## src/logic/fsdb_defs.vh

```
/*
 constants of the fixed-format sense data builder: register offsets,
 field positions, record byte layout, codes and ahb encodings.
 assumes it is included by bare name from the design files under logic/.
*/
`ifndef FSDB_DEFS_VH
`define FSDB_DEFS_VH

// ===================================================
// register byte offsets (haddr[7:0])
`define FSDB_A_CFG      8'h00
`define FSDB_A_INFO_LO  8'h04
`define FSDB_A_INFO_HI  8'h08
`define FSDB_A_LEN      8'h0c
`define FSDB_A_CODE     8'h10
`define FSDB_A_KSPEC    8'h14
`define FSDB_A_VENDOR   8'h18
`define FSDB_A_CMD_LBA  8'h1c
`define FSDB_A_CTRL     8'h20
`define FSDB_A_STATUS   8'h24
`define FSDB_A_CMD_BLKS 8'h28
`define FSDB_A_REC_LO   8'h40
`define FSDB_A_REC_HI   8'h5c

// ===================================================
// cfg register fields
`define FSDB_CFG_KEY_HI     3
`define FSDB_CFG_KEY_LO     0
`define FSDB_CFG_DEFER      4
`define FSDB_CFG_PRIOR_GOOD 5
`define FSDB_CFG_INFO_VLD   6
`define FSDB_CFG_CDB_ILL    7
`define FSDB_CFG_OP_HI      15
`define FSDB_CFG_OP_LO      8

// ctrl and status fields
`define FSDB_CTRL_BUILD     0
`define FSDB_ST_READY       0
`define FSDB_ST_BUSY        1
`define FSDB_ST_KEY_SUBST   2
`define FSDB_ST_OVERFLOW    3
`define FSDB_ST_OUT_RANGE   4
`define FSDB_ST_REFUSED     5

// ===================================================
// record layout
`define FSDB_REC_LAST       5'd31
`define FSDB_RESP_CURRENT   7'h70
`define FSDB_RESP_DEFERRED  7'h71
`define FSDB_ADD_LEN        8'h18
`define FSDB_OP_READ_LONG   8'h3e
`define FSDB_OP_WRITE_LONG  8'h3f
`define FSDB_OP_REASSIGN    8'h07

// sense keys
`define FSDB_KEY_NO_SENSE   4'h0
`define FSDB_KEY_HW_ERROR   4'h4
`define FSDB_KEY_ILLEGAL    4'h5
`define FSDB_KEY_NOT_USED8  4'h8
`define FSDB_KEY_NOT_USEDA  4'ha
`define FSDB_KEY_NOT_IMPLC  4'hc
`define FSDB_KEY_NOT_IMPLD  4'hd
`define FSDB_KEY_RESERVED   4'hf

// ahb encodings
`define FSDB_HTRANS_NONSEQ  2'b10
`define FSDB_HTRANS_SEQ     2'b11
`define FSDB_HSIZE_WORD     3'b010

`endif

```

## src/logic/fsdb_compose.v

```verilog
/*
 fsdb_compose: combinational packing of the 32-byte fixed-format sense
 record from already decided field values; byte n sits in rec[8n+7:8n].
 assumes the caller has settled validity, response code and key legality.
*/
`timescale 1ns/10ps
`include "fsdb_defs.vh"

module fsdb_compose (
   input wire info_valid,          // information field holds a valid value
   input wire [6:0] resp_code,     // 70h current or 71h deferred
   input wire mismatch,            // length mismatch flag
   input wire [3:0] sense_key,     // legal sense key
   input wire [31:0] info,         // block address or residue
   input wire [7:0] asc,           // additional sense code
   input wire [7:0] ascq,          // additional sense code qualifier
   input wire ksv,                 // key_specific_valid
   input wire [22:0] kspec,        // key-specific bits and bytes
   input wire [31:0] vendor,       // vendor error detail
   output wire [255:0] rec         // packed record
);

   // information bytes are zero whenever the valid flag is clear
   wire [31:0] info_out;
   assign info_out = info_valid ? info : 32'h00000000;

   // byte order: most significant byte first in the multi-byte fields
   assign rec[7:0] = {info_valid, resp_code};
   assign rec[15:8] = 8'h00;
   assign rec[23:16] = {2'b00, mismatch, 1'b0, sense_key};
   assign rec[31:24] = info_out[31:24];
   assign rec[39:32] = info_out[23:16];
   assign rec[47:40] = info_out[15:8];
   assign rec[55:48] = info_out[7:0];
   assign rec[63:56] = `FSDB_ADD_LEN;
   assign rec[95:64] = 32'h00000000;
   assign rec[103:96] = asc;
   assign rec[111:104] = ascq;
   assign rec[119:112] = 8'h00;
   assign rec[127:120] = {ksv, kspec[22:16]};
   assign rec[135:128] = kspec[15:8];
   assign rec[143:136] = kspec[7:0];
   assign rec[159:144] = 16'h0000;
   assign rec[167:160] = vendor[31:24];
   assign rec[175:168] = vendor[23:16];
   assign rec[183:176] = vendor[15:8];
   assign rec[191:184] = vendor[7:0];
   // command specific bytes 24-29 carry nothing here; 30-31 reserved
   assign rec[239:192] = 48'h000000000000;
   assign rec[255:240] = 16'h0000;

endmodule

```

## src/logic/fsdb_top.v

```verilog
/*
 fsdb_top: fixed-format sense data builder with an ahb-lite register
 slave and a byte stream that carries each built record to the transport.
 assumes one 200 MHz clock, inputs synchronous to it, a single ahb master
 doing single word transfers, and hready of the bus equal to hreadyout.
*/
// The address map and the AHB-Lite interface to the registers were chosen for this implementation.
`timescale 1ns/10ps
`include "fsdb_defs.vh"

// Summary of operation
// each built record is exactly 32 bytes, streamed and readable.
// valid flag set only when information bytes hold a defined value.
// response code 70h for current errors, 71h for deferred errors.
// deferred code only when the earlier command already returned good status.
// length mismatch flag only for long read 3Eh and long write 3Fh.
// length differs on a long command: mismatch and valid both set.
// on mismatch, information bytes carry requested minus medium length, two's complement.
// sense key in byte 2 bits 3-0, codes 0h to 4h.
// keys 5h, 6h, 7h, Bh, Eh for their listed conditions.
// keys 8h, Ah, Ch, Dh, Fh never emitted; 9h vendor use allowed.
// illegal field in command block gives key 5h and medium stays untouched.
// valid flag clear means information bytes all zero.
// valid address without mismatch lies within the failing command's range.
// block reassignment 07h may report an address outside the command range.
// value wider than four bytes clears the valid flag.
// byte 7 always 18h.
// bytes 8 to 11 always zero.
// additional sense code in byte 12, qualifier in byte 13.
// vendor detail bytes 20-23, key_specific_valid byte 15 bit 7, content 15-17.
// bytes 1, 14, 18, 19, 30, 31 and byte 2 bits 7, 6, 4 are zero.
module fsdb_top (
   input wire clk, // 200 MHz clock
   input wire rst, // asynchronous reset, active high
   input wire hsel, // ahb slave select
   input wire [31:0] haddr, // ahb address
   input wire [1:0] htrans, // ahb transfer type
   input wire hwrite, // ahb write
   input wire [2:0] hsize, // ahb size, word only
   input wire [31:0] hwdata, // ahb write data
   input wire hready, // ahb bus ready
   output wire hreadyout, // ahb slave ready
   output wire hresp, // ahb response, always okay
   output reg [31:0] hrdata, // ahb read data
   output wire [7:0] sense_byte, // record byte on the stream
   output wire sense_valid, // stream byte valid
   output wire sense_last, // last byte of the record
   input wire sense_ready, // transport accepts the byte
   output reg medium_hold // blocks medium writes for the failed command
);

   // ===================================================
   // decode helpers

   // keys that may never leave the block
   function key_forbidden;
      input [3:0] key;
      begin
         key_forbidden = (key == `FSDB_KEY_NOT_USED8) || (key == `FSDB_KEY_NOT_USEDA) ||
            (key == `FSDB_KEY_NOT_IMPLC) || (key == `FSDB_KEY_NOT_IMPLD) ||
            (key == `FSDB_KEY_RESERVED);
      end
   endfunction

   // long read or long write opcode
   function is_long_op;
      input [7:0] op;
      begin
         is_long_op = (op == `FSDB_OP_READ_LONG) || (op == `FSDB_OP_WRITE_LONG);
      end
   endfunction

   // ===================================================
   // ahb-lite slave front end

   reg dp_write; // data phase pending: write
   reg dp_read; // data phase pending: read
   reg [7:0] dp_addr; // address held for the data phase
   reg rd_wait; // read data is being fetched
   wire addr_take;

   // a transfer is taken when selected, active, and the bus is ready
   assign addr_take = hsel && hready &&
      ((htrans == `FSDB_HTRANS_NONSEQ) || (htrans == `FSDB_HTRANS_SEQ));

   // reads stretch one cycle so hrdata comes from a flop after any write lands
   assign hreadyout = ~(dp_read && rd_wait);
   assign hresp = 1'b0;

   // address phase capture
   always @(posedge clk or posedge rst) begin
      if (rst) begin
         dp_write <= 1'b0;
         dp_read <= 1'b0;
         dp_addr <= 8'h00;
         rd_wait <= 1'b0;
      end else begin
         if (hreadyout) begin
            dp_write <= addr_take && hwrite;
            dp_read <= addr_take && !hwrite;
            rd_wait <= addr_take && !hwrite;
            if (addr_take) begin
               dp_addr <= haddr[7:0];
            end
         end else begin
            rd_wait <= 1'b0;
         end
      end
   end

   // ===================================================
   // software-written fields

   reg [15:0] cfg; // key, defer, prior good, info valid, cdb illegal, opcode
   reg [31:0] info_lo; // information value, low word
   reg [31:0] info_hi; // information value, high word
   reg [31:0] len; // requested [15:0], medium [31:16] block length
   reg [15:0] code; // asc [7:0], ascq [15:8]
   reg [23:0] kspec_reg; // ksv [23], key-specific content [22:0]
   reg [31:0] vendor; // vendor error detail
   reg [31:0] cmd_lba; // first block of the failing command
   reg [31:0] cmd_blks; // block count of the failing command
   wire wr_en;
   wire build_req;

   assign wr_en = dp_write;
   assign build_req = wr_en && (dp_addr == `FSDB_A_CTRL) && hwdata[`FSDB_CTRL_BUILD];

   // register writes in the data phase
   always @(posedge clk or posedge rst) begin
      if (rst) begin
         cfg <= 16'h0000;
         info_lo <= 32'h00000000;
         info_hi <= 32'h00000000;
         len <= 32'h00000000;
         code <= 16'h0000;
         kspec_reg <= 24'h000000;
         vendor <= 32'h00000000;
         cmd_lba <= 32'h00000000;
         cmd_blks <= 32'h00000000;
      end else if (wr_en) begin
         case (dp_addr)
            `FSDB_A_CFG: begin
               cfg <= hwdata[15:0];
            end
            `FSDB_A_INFO_LO: begin
               info_lo <= hwdata;
            end
            `FSDB_A_INFO_HI: begin
               info_hi <= hwdata;
            end
            `FSDB_A_LEN: begin
               len <= hwdata;
            end
            `FSDB_A_CODE: begin
               code <= hwdata[15:0];
            end
            `FSDB_A_KSPEC: begin
               kspec_reg <= hwdata[23:0];
            end
            `FSDB_A_VENDOR: begin
               vendor <= hwdata;
            end
            `FSDB_A_CMD_LBA: begin
               cmd_lba <= hwdata;
            end
            `FSDB_A_CMD_BLKS: begin
               cmd_blks <= hwdata;
            end
            default: begin
            end
         endcase
      end
   end

   // ===================================================
   // field decisions

   wire [7:0] opcode;
   wire [3:0] key_in;
   wire long_op;
   wire mismatch;
   wire [31:0] residue;
   wire overflow;
   wire [32:0] range_end;
   wire in_range;
   wire addr_ok;
   wire key_bad;
   wire [3:0] key_out;
   wire deferred;
   wire info_valid;
   wire [31:0] info_sel;
   wire [255:0] rec_next;

   assign opcode = cfg[`FSDB_CFG_OP_HI:`FSDB_CFG_OP_LO];
   assign key_in = cfg[`FSDB_CFG_KEY_HI:`FSDB_CFG_KEY_LO];
   assign long_op = is_long_op(opcode);

   // mismatch exists only on long commands whose lengths differ
   assign mismatch = long_op && (len[15:0] != len[31:16]);
   assign residue = {16'h0000, len[15:0]} - {16'h0000, len[31:16]};

   // address too wide for four bytes
   assign overflow = !mismatch && (info_hi != 32'h00000000);

   // address must fall inside the command's span, reassignment excepted
   assign range_end = {1'b0, cmd_lba} + {1'b0, cmd_blks};
   assign in_range = ({1'b0, info_lo} >= {1'b0, cmd_lba}) && ({1'b0, info_lo} < range_end);
   assign addr_ok = in_range || (opcode == `FSDB_OP_REASSIGN);

   // an illegal field in the command block forces the illegal request key
   assign key_bad = !cfg[`FSDB_CFG_CDB_ILL] && key_forbidden(key_in);
   assign key_out = cfg[`FSDB_CFG_CDB_ILL] ? `FSDB_KEY_ILLEGAL :
      (key_bad ? `FSDB_KEY_HW_ERROR : key_in);

   // deferred only for an error of a command that already completed good
   assign deferred = cfg[`FSDB_CFG_DEFER] && cfg[`FSDB_CFG_PRIOR_GOOD];

   assign info_valid = mismatch ||
      (cfg[`FSDB_CFG_INFO_VLD] && !overflow && addr_ok);
   assign info_sel = mismatch ? residue : info_lo;

   fsdb_compose u_compose (
      .info_valid(info_valid),
      .resp_code(deferred ? `FSDB_RESP_DEFERRED : `FSDB_RESP_CURRENT),
      .mismatch(mismatch),
      .sense_key(key_out),
      .info(info_sel),
      .asc(code[7:0]),
      .ascq(code[15:8]),
      .ksv(kspec_reg[23]),
      .kspec(kspec_reg[22:0]),
      .vendor(vendor),
      .rec(rec_next)
   );

   // ===================================================
   // record store and byte stream

   reg [255:0] rec; // last built record
   reg [4:0] idx; // byte being offered
   reg busy; // stream in progress
   reg ready_flag; // a record has been built
   reg st_subst; // forbidden key was replaced by hardware error
   reg st_overflow; // valid dropped for a wide value
   reg st_range; // valid dropped for an address out of range
   reg st_refused; // build asked while streaming
   wire build_go;

   // a build during a stream is refused so the record in flight stays whole
   assign build_go = build_req && !busy;

   assign sense_valid = busy;
   assign sense_byte = rec[{idx, 3'b000} +: 8];
   assign sense_last = busy && (idx == `FSDB_REC_LAST);

   // latch the record and walk its 32 bytes
   always @(posedge clk or posedge rst) begin
      if (rst) begin
         rec <= 256'h0;
         idx <= 5'd0;
         busy <= 1'b0;
         ready_flag <= 1'b0;
         st_subst <= 1'b0;
         st_overflow <= 1'b0;
         st_range <= 1'b0;
         st_refused <= 1'b0;
         medium_hold <= 1'b0;
      end else begin
         if (build_go) begin
            rec <= rec_next;
            idx <= 5'd0;
            busy <= 1'b1;
            ready_flag <= 1'b1;
            st_subst <= key_bad;
            st_overflow <= cfg[`FSDB_CFG_INFO_VLD] && overflow;
            st_range <= cfg[`FSDB_CFG_INFO_VLD] && !mismatch && !addr_ok;
            medium_hold <= cfg[`FSDB_CFG_CDB_ILL];
         end else if (busy && sense_ready) begin
            idx <= idx + 5'd1;
            if (idx == `FSDB_REC_LAST) begin
               busy <= 1'b0;
            end
         end
         // refusal is sticky; a status read clears it, a new refusal wins
         if (build_req && busy) begin
            st_refused <= 1'b1;
         end else if (dp_read && !rd_wait && (dp_addr == `FSDB_A_STATUS)) begin
            st_refused <= 1'b0;
         end
      end
   end

   // ===================================================
   // read data

   reg [31:0] next_rdata;
   wire [2:0] word_sel;

   assign word_sel = dp_addr[4:2];

   // read mux; unmapped offsets read zero
   always @* begin
      next_rdata = 32'h00000000;
      case (dp_addr)
         `FSDB_A_CFG: next_rdata = {16'h0000, cfg};
         `FSDB_A_INFO_LO: next_rdata = info_lo;
         `FSDB_A_INFO_HI: next_rdata = info_hi;
         `FSDB_A_LEN: next_rdata = len;
         `FSDB_A_CODE: next_rdata = {16'h0000, code};
         `FSDB_A_KSPEC: next_rdata = {8'h00, kspec_reg};
         `FSDB_A_VENDOR: next_rdata = vendor;
         `FSDB_A_CMD_LBA: next_rdata = cmd_lba;
         `FSDB_A_CMD_BLKS: next_rdata = cmd_blks;
         `FSDB_A_STATUS: begin
            next_rdata[`FSDB_ST_READY] = ready_flag;
            next_rdata[`FSDB_ST_BUSY] = busy;
            next_rdata[`FSDB_ST_KEY_SUBST] = st_subst;
            next_rdata[`FSDB_ST_OVERFLOW] = st_overflow;
            next_rdata[`FSDB_ST_OUT_RANGE] = st_range;
            next_rdata[`FSDB_ST_REFUSED] = st_refused;
         end
         default: begin
            // record words: byte 4k in bits 7:0
            if ((dp_addr >= `FSDB_A_REC_LO) && (dp_addr <= `FSDB_A_REC_HI) &&
               (dp_addr[1:0] == 2'b00)) begin
               next_rdata = rec[{word_sel, 5'b00000} +: 32];
            end
         end
      endcase
   end

   // read data is registered during the wait cycle
   always @(posedge clk or posedge rst) begin
      if (rst) begin
         hrdata <= 32'h00000000;
      end else if (dp_read && rd_wait) begin
         hrdata <= next_rdata;
      end
   end

endmodule

```

## config.mk

```make
export PLATFORM = sky130hd
export DESIGN_NAME = fsdb_top
export DESIGN_NICKNAME = d
export VERILOG_FILES = /design/src/logic/fsdb_compose.v /design/src/logic/fsdb_top.v
export VERILOG_INCLUDE_DIRS = /design/src /design/src/logic
export SDC_FILE = /design/constraint.sdc
export NUM_CORES = 1
export LEC_CHECK = 0
export ABC_AREA = 0
export BUFFER_PORTS_ARGS = -buffer_cell sky130_fd_sc_hd__buf_2
export CAP_MARGIN = 0
export CORE_MARGIN = 2
export CORE_UTILIZATION = 65
export DETAILED_ROUTE_END_ITERATION = 10
export PLACE_DENSITY = 0.92
export SYNTH_ARGS = -nofsm -noshare
export SYNTH_HDL_FRONTEND = slang
export SYNTH_SLANG_ARGS = --single-unit
```

## constraint.sdc

```tcl
create_clock -name clk -period 20.8 [get_ports clk]
set_input_delay 1.04 -clock clk [delete_from_list [all_inputs] [get_ports clk]]
set_output_delay 1.04 -clock clk [all_outputs]
set_load 0.05 [all_outputs]
```

# ---- Word level (Yosys, flattened, before mapping)
# Cells that the tools add are included.
# W data, S select, Z words.
dict set report classes {
  n_addsub 3
  n_lt_le_gt_ge 4
  eq_ne 22
  shifts 2
  mux 16
  bitwise 1
  reduce_logical 57
}
# op count
set ops {}
lappend ops {{$pmux W26 S10} 1}
lappend ops {{$shiftx A256 B9 Y32} 1}
lappend ops {{$shiftx A256 B9 Y8} 1}
lappend ops {{$mux W32} 3}
lappend ops {{$pmux W6 S10} 1}
lappend ops {{$eq A8 B6 Y1 const B} 5}
lappend ops {{$add A32 B32 Y33} 1}
lappend ops {{$lt A32 B33 Y1} 1}
lappend ops {{$eq A8 B5 Y1 const B} 4}
lappend ops {{$ge A32 B32 Y1} 1}
lappend ops {{$reduce_bool A32 Y1} 1}
lappend ops {{$logic_and A1 B1 Y1} 25}
lappend ops {{$reduce_and A2 Y1} 11}
lappend ops {{$eq A4 B4 Y1 const B} 5}
lappend ops {{$sub A16 B16 Y17} 1}
lappend ops {{$eq A8 B3 Y1 const B} 2}
lappend ops {{$eq A8 B4 Y1 const B} 2}
lappend ops {{$ne A16 B16 Y1} 1}
lappend ops {{$mux W5} 2}
lappend ops {{$ge A8 B7 Y1 const B} 1}
lappend ops {{$le A8 B7 Y1 const B} 1}
lappend ops {{$logic_not A8 Y1} 1}
lappend ops {{$logic_or A1 B1 Y1} 8}
lappend ops {{$mux W4} 2}
lappend ops {{8 further kinds} 23}
dict set report word_totals {
  reg_bits 422
  input_bits 75
}

# ---- Logic depth before layout (Yosys ltp)
dict set report depth {
  depth_word 10
  mapped_depth 20
  ltp_nobuf 19
}

# ---- Modules after synthesis
# Synthesis repeated with hierarchy kept, for this count alone.
dict set report unflattened {
  hier_cells 3109
  area_unflattened_um2 32316.0
}
# module instances cells_per_inst area_each_um2 seq_area_each_um2
set modules_own_cells {}
lappend modules_own_cells {fsdb_top 1 2848 30371.6 13988.4}
lappend modules_own_cells {fsdb_compose 1 261 1944.4 0.0}

# ---- Least setup slack after synthesis
# Ideal clock, no wire load.
dict set report synth_timing {
  path_kind {register -> register}
  from {register cmd_lba[0]}
  to {register rec[46]}
  setup_time_ns 0.122
  arrival_time_ns 3.986
  slack_ns 16.692
  stages_incl_launch_ff 18
  n_path_buf 1
  period_less_slack_ns 4.108
  cell_sequence {dfrtp_1 > ha_1 > fa_1 > a211oi_1 > o211ai_1 > o211a_1 > o21bai_1 > nand2_1 > or2_2 > a21oi_1 > xor2_1 > ha_1 > nand4_1 > or3_1 > o41ai_1 > a311o_2 > buf_6 > o21ai_2}
}
dict set report synth_via {
  elab_chain_len 7
  word_cells_on_any_way 8
  cone_classes {1 x add/sub; 2 x order compare; 1 x mux; 4 x reduce/logical}
}
# element line_no
set synth_lines {}
lappend synth_lines {{start, declared} fsdb_top.v:121} ;# reg [31:0] cmd_lba;
lappend synth_lines {{start signal, assigned} fsdb_top.v:165} ;# cmd_lba <= hwdata;
lappend synth_lines {{$add A32 B32 Y33} fsdb_top.v:207} ;# assign range_end = {1'b0, cmd_lba} + {1'b0, cmd_blks};
lappend synth_lines {{$lt A32 B33 Y1} fsdb_top.v:208} ;# assign in_range = ({1'b0, info_lo} >= {1'b0, cmd_lba}) && ({1'b0, info_lo} < range_end);
lappend synth_lines {{$logic_and A1 B1 Y1 (*)} fsdb_top.v:208}
lappend synth_lines {{$logic_or A1 B1 Y1 (*)} fsdb_top.v:209} ;# assign addr_ok = in_range || (opcode == `FSDB_OP_REASSIGN);
lappend synth_lines {{$logic_and A1 B1 Y1 (*)} fsdb_top.v:220} ;# (cfg[`FSDB_CFG_INFO_VLD] && !overflow && addr_ok);
lappend synth_lines {{$logic_or A1 B1 Y1 (*)} fsdb_top.v:219} ;# assign info_valid = mismatch ||
lappend synth_lines {{$mux W32 (*)} fsdb_compose.v:25} ;# assign info_out = info_valid ? info : 32'h00000000;
lappend synth_lines {{end signal, assigned} fsdb_top.v:271} ;# rec <= rec_next;
lappend synth_lines {{end, declared} fsdb_top.v:240} ;# reg [255:0] rec;
# Every way passes the cells marked *; elsewhere a longest branch is shown, timed or not.
# A chain may end at the register's enable or synchronous reset.

# ---- Worst setup path in the final report
dict set report layout_timing {
  from {register cmd_lba[0]}
  to {register rec[53]}
}
# Same word-level chain as after synthesis.

==> flow_metrics.py <==
metrics = {
    "cells_and_area": {
        "largest_reg_flops": 112,
        "area_growth_pct": 9.627,
        "diodes": 0,
        "drive_gt1_share_pct": 22.36,
        "regMostFlops": "rec",
        "fin_nets": 2488,
    },
    "power_and_ir_drop": {
        "ir_drop_uv": 104.1,
        "leakage_nw": 11.65,
        "power.total_w": 0.002204,
        "power-per-cell-area_nw_per_um2": 86.65,
    },
    "cts": {
        "holdBufCountCts": 0,
        "cts_setup_buffers": 0,
        "cts.sink_count": 414,
        "cts_root_buffer": "clkbuf_16",
        "clk_pin_slew_ns": 0.06,
        "clk_latency_ns": 0.60,
        "cts.repair.resized": 0,
        "cts_buffers": 44,
        "htreeDepth": 2,
        "cts_tree": "yes",
        "clockBufferDepth": 3,
    },
    "setup_path": {
        "max_stage_delay_ns": 1.10,
        "worst-path-max-fanout": 33,
        "end_kind": "flip-flop",
        "path_class": "reg -> reg",
        "path_delay_family": "compound AO/OA/AOI/OAI gates",
        "worst-path-buf-inv": 0,
        "crit_path_frequent_cell": "ha_1",
        "worst_setup_path_start_kind": "flip-flop",
        "path_cells": "ha_1 -> fa_1 -> a211oi_1 -> o211ai_1 -> o211a_1 -> o21bai_1 -> nand2_1 -> a31oi_1 -> xor2_1 -> ha_1 -> nand4_1 -> or3_1 -> o41ai_1 -> a311o_2 -> o21ai_0",
        "crit_path_top_delay_cell": "a311o_2",
        "required_ns": 21.21,
        "arrival_ns": 6.74,
    },
    "logic_synthesis": {
        "syn_area_um2": 23200,
        "synth-seq-cells": 414,
        "synth_common_cells": "414 x dfrtp_1, 387 x nand2_1, 268 x mux2_2",
        "post-synth-top-count-cell": "dfrtp_1",
        "synth_cells": 2260,
        "ys.flop_type": "dfrtp_1",
        "yosys-top-cells-area": "dfrtp_1 45%, mux2_2 13%, nand2_1 6.3%, ha_1 6.1%, o21ai_0 2.4%",
        "synth_top_area_cell": "dfrtp_1",
        "yosysTopAreaCellShare_pct": 44.66,
        "syn-num-nets": 2450,
        "yosysWarnings": 0,
        "synth.avg_cell_area_um2": 10.27,
        "yosysSeqAreaShare_pct": 44.66,
        "synth-async-reset-ratio_pct": 100.0,
        "ys_types": 82,
        "synth_edf_count": 0,
    },
    "job": {
        "cap_viol_max_count": 0,
    },
    "placed_design": {
        "io_buffers": 90,
        "gp_congestion": 1.039,
        "dp_hpwl_mm": 57.29,
    },
    "route": {
        "drt_iter0_drc": 3259,
        "wl_per_cell_um": 29.14,
        "route.detailed.drc": 0,
        "top_layer_used": "met5",
        "dr_total_vias": 20290,
        "firstDrtPassIters": 6,
        "wl_met1_mm": 30.00,
        "met3_length_mm": 11.61,
        "wl_met2_mm": 34.45,
        "ant_nets": 0,
        "vias_per_cell": 7.271,
        "finalWirelength_mm": 81.34,
    },
    "floorplan": {
        "rows": 69,
        "num_io_pins": 120,
        "core_area_um2": 35400,
        "initial_utilization_pct": 65.54,
        "die_w_um": 192.9,
        "dieArea_um2": 37220,
        "fp.dieH_um": 192.9,
    },
    "timing": {
        "min_period_over_period_pct": 30.47,
        "tightest_slew_ns": 1.253,
        "fin_tns_setup_ns": 0,
        "fin_skew_ns": 0.02766,
        "max_clock_freq_mhz": 157.8,
        "finalCriticalPeriod_ns": 6.337,
        "hold_viol": 0,
        "setup_violations": 0,
        "relSlewSlack_pct": 16.15,
        "slew_viol_final": 0,
        "rsz0062_at_grt": "no",
    },
    "status": {
        "outcome": "completed",
    },
    "global_route": {
        "grt_pass1_vias": 19490,
        "grt_usage_pct": 44.33,
        "grt_max_degree": 106,
        "antenna_found_initial": 1,
        "globalRouteOverflowTotal": 0,
        "grt_pass1_wl_mm": 121.0,
    },
    "worst_hold_path": {
        "hold_class": "reg -> reg",
    },
}
[kinds of logic after synthesis]
group / Yosys count / synth area share [%]
simple gates: 618 / 11.60
compound gates: 551 / 16.55
flops: 414 / 44.66
mux: 327 / 16.12
buf+inv: 199 / 3.479
fa+ha+maj: 115 / 6.267
xor+xnor: 35 / 1.321
other cells: 1 / 0.01616
[metrics by stage]
step	hold WS, ns	cell area [um^2]	setup WS, ns	instances	util [%]
after floorplan	0.4474	23200	8.239	2260	-
after global placement	0.4577	23960	14.92	2713	67.69
after detailed placement	0.4625	23960	14.86	2713	67.69
after CTS	0.4760	25430	14.75	2791	71.85
after global routing	0.5016	25430	14.33	2791	71.85
final	0.4756	25430	14.46	2791	71.85
[cell type report]
class	count	area, um^2
Clock inverter	15	190.2
Multi-Input combinational cell	1647	12080
Fill cell	2453	9963
Inverter	74	285.3
Sequential cell	414	10360
Clock buffer	63	1284
Tap cell	461	576.8
Timing Repair Buffer	117	653.1
[placed cells by master, fill, tap and decap left out, types with 26 or more instances in the layout]
master,count
nand2_1,387
dfrtp_1,412
clkbuf_16,45
o21ai_0,110
a31oi_1,29
a22o_1,26
a221oi_1,37
a21oi_1,95
a22oi_1,57
mux2_2,268
nor2_1,85
a21o_1,36
o21ai_2,29
mux2i_1,44
buf_2,90
inv_1,73
ha_1,113
a222oi_1,27
buf_4,27
[routing by layer]
layer | up-vias | track usage (%)
met3 | 355 | 14.29
met5 | - | 0
met4 | 2 | 23.51
met2 | 1658 | 63.50
li1 | 8331 | -
met1 | 9946 | 60.24
[power breakdown]
group | internal [W] | switching [W] | total, W | leakage (nW)
clock network | 0.000478 | 0.000337 | 0.000815 | 0.719
logic | 0.000160 | 0.000267 | 0.000427 | 5.76
registers | 0.000867 | 0.0000949 | 0.000962 | 5.17
[worst paths after layout]
check                                to  startpoint  cells after the start  slack, ns
max in group asynchronous  cmd_blks[17]         rst                      4      17.77
min in group asynchronous     vendor[3]         rst                      2       0.54
hold reg to reg              hrdata[17]  hrdata[17]                      1       0.48
setup / recovery                rec[53]  cmd_lba[0]                     15      14.46
hold / removal               hrdata[17]  hrdata[17]                      1       0.48
setup reg to reg                rec[53]  cmd_lba[0]                     15      14.46
No activity file was read; power rests on OpenSTA's default activity.
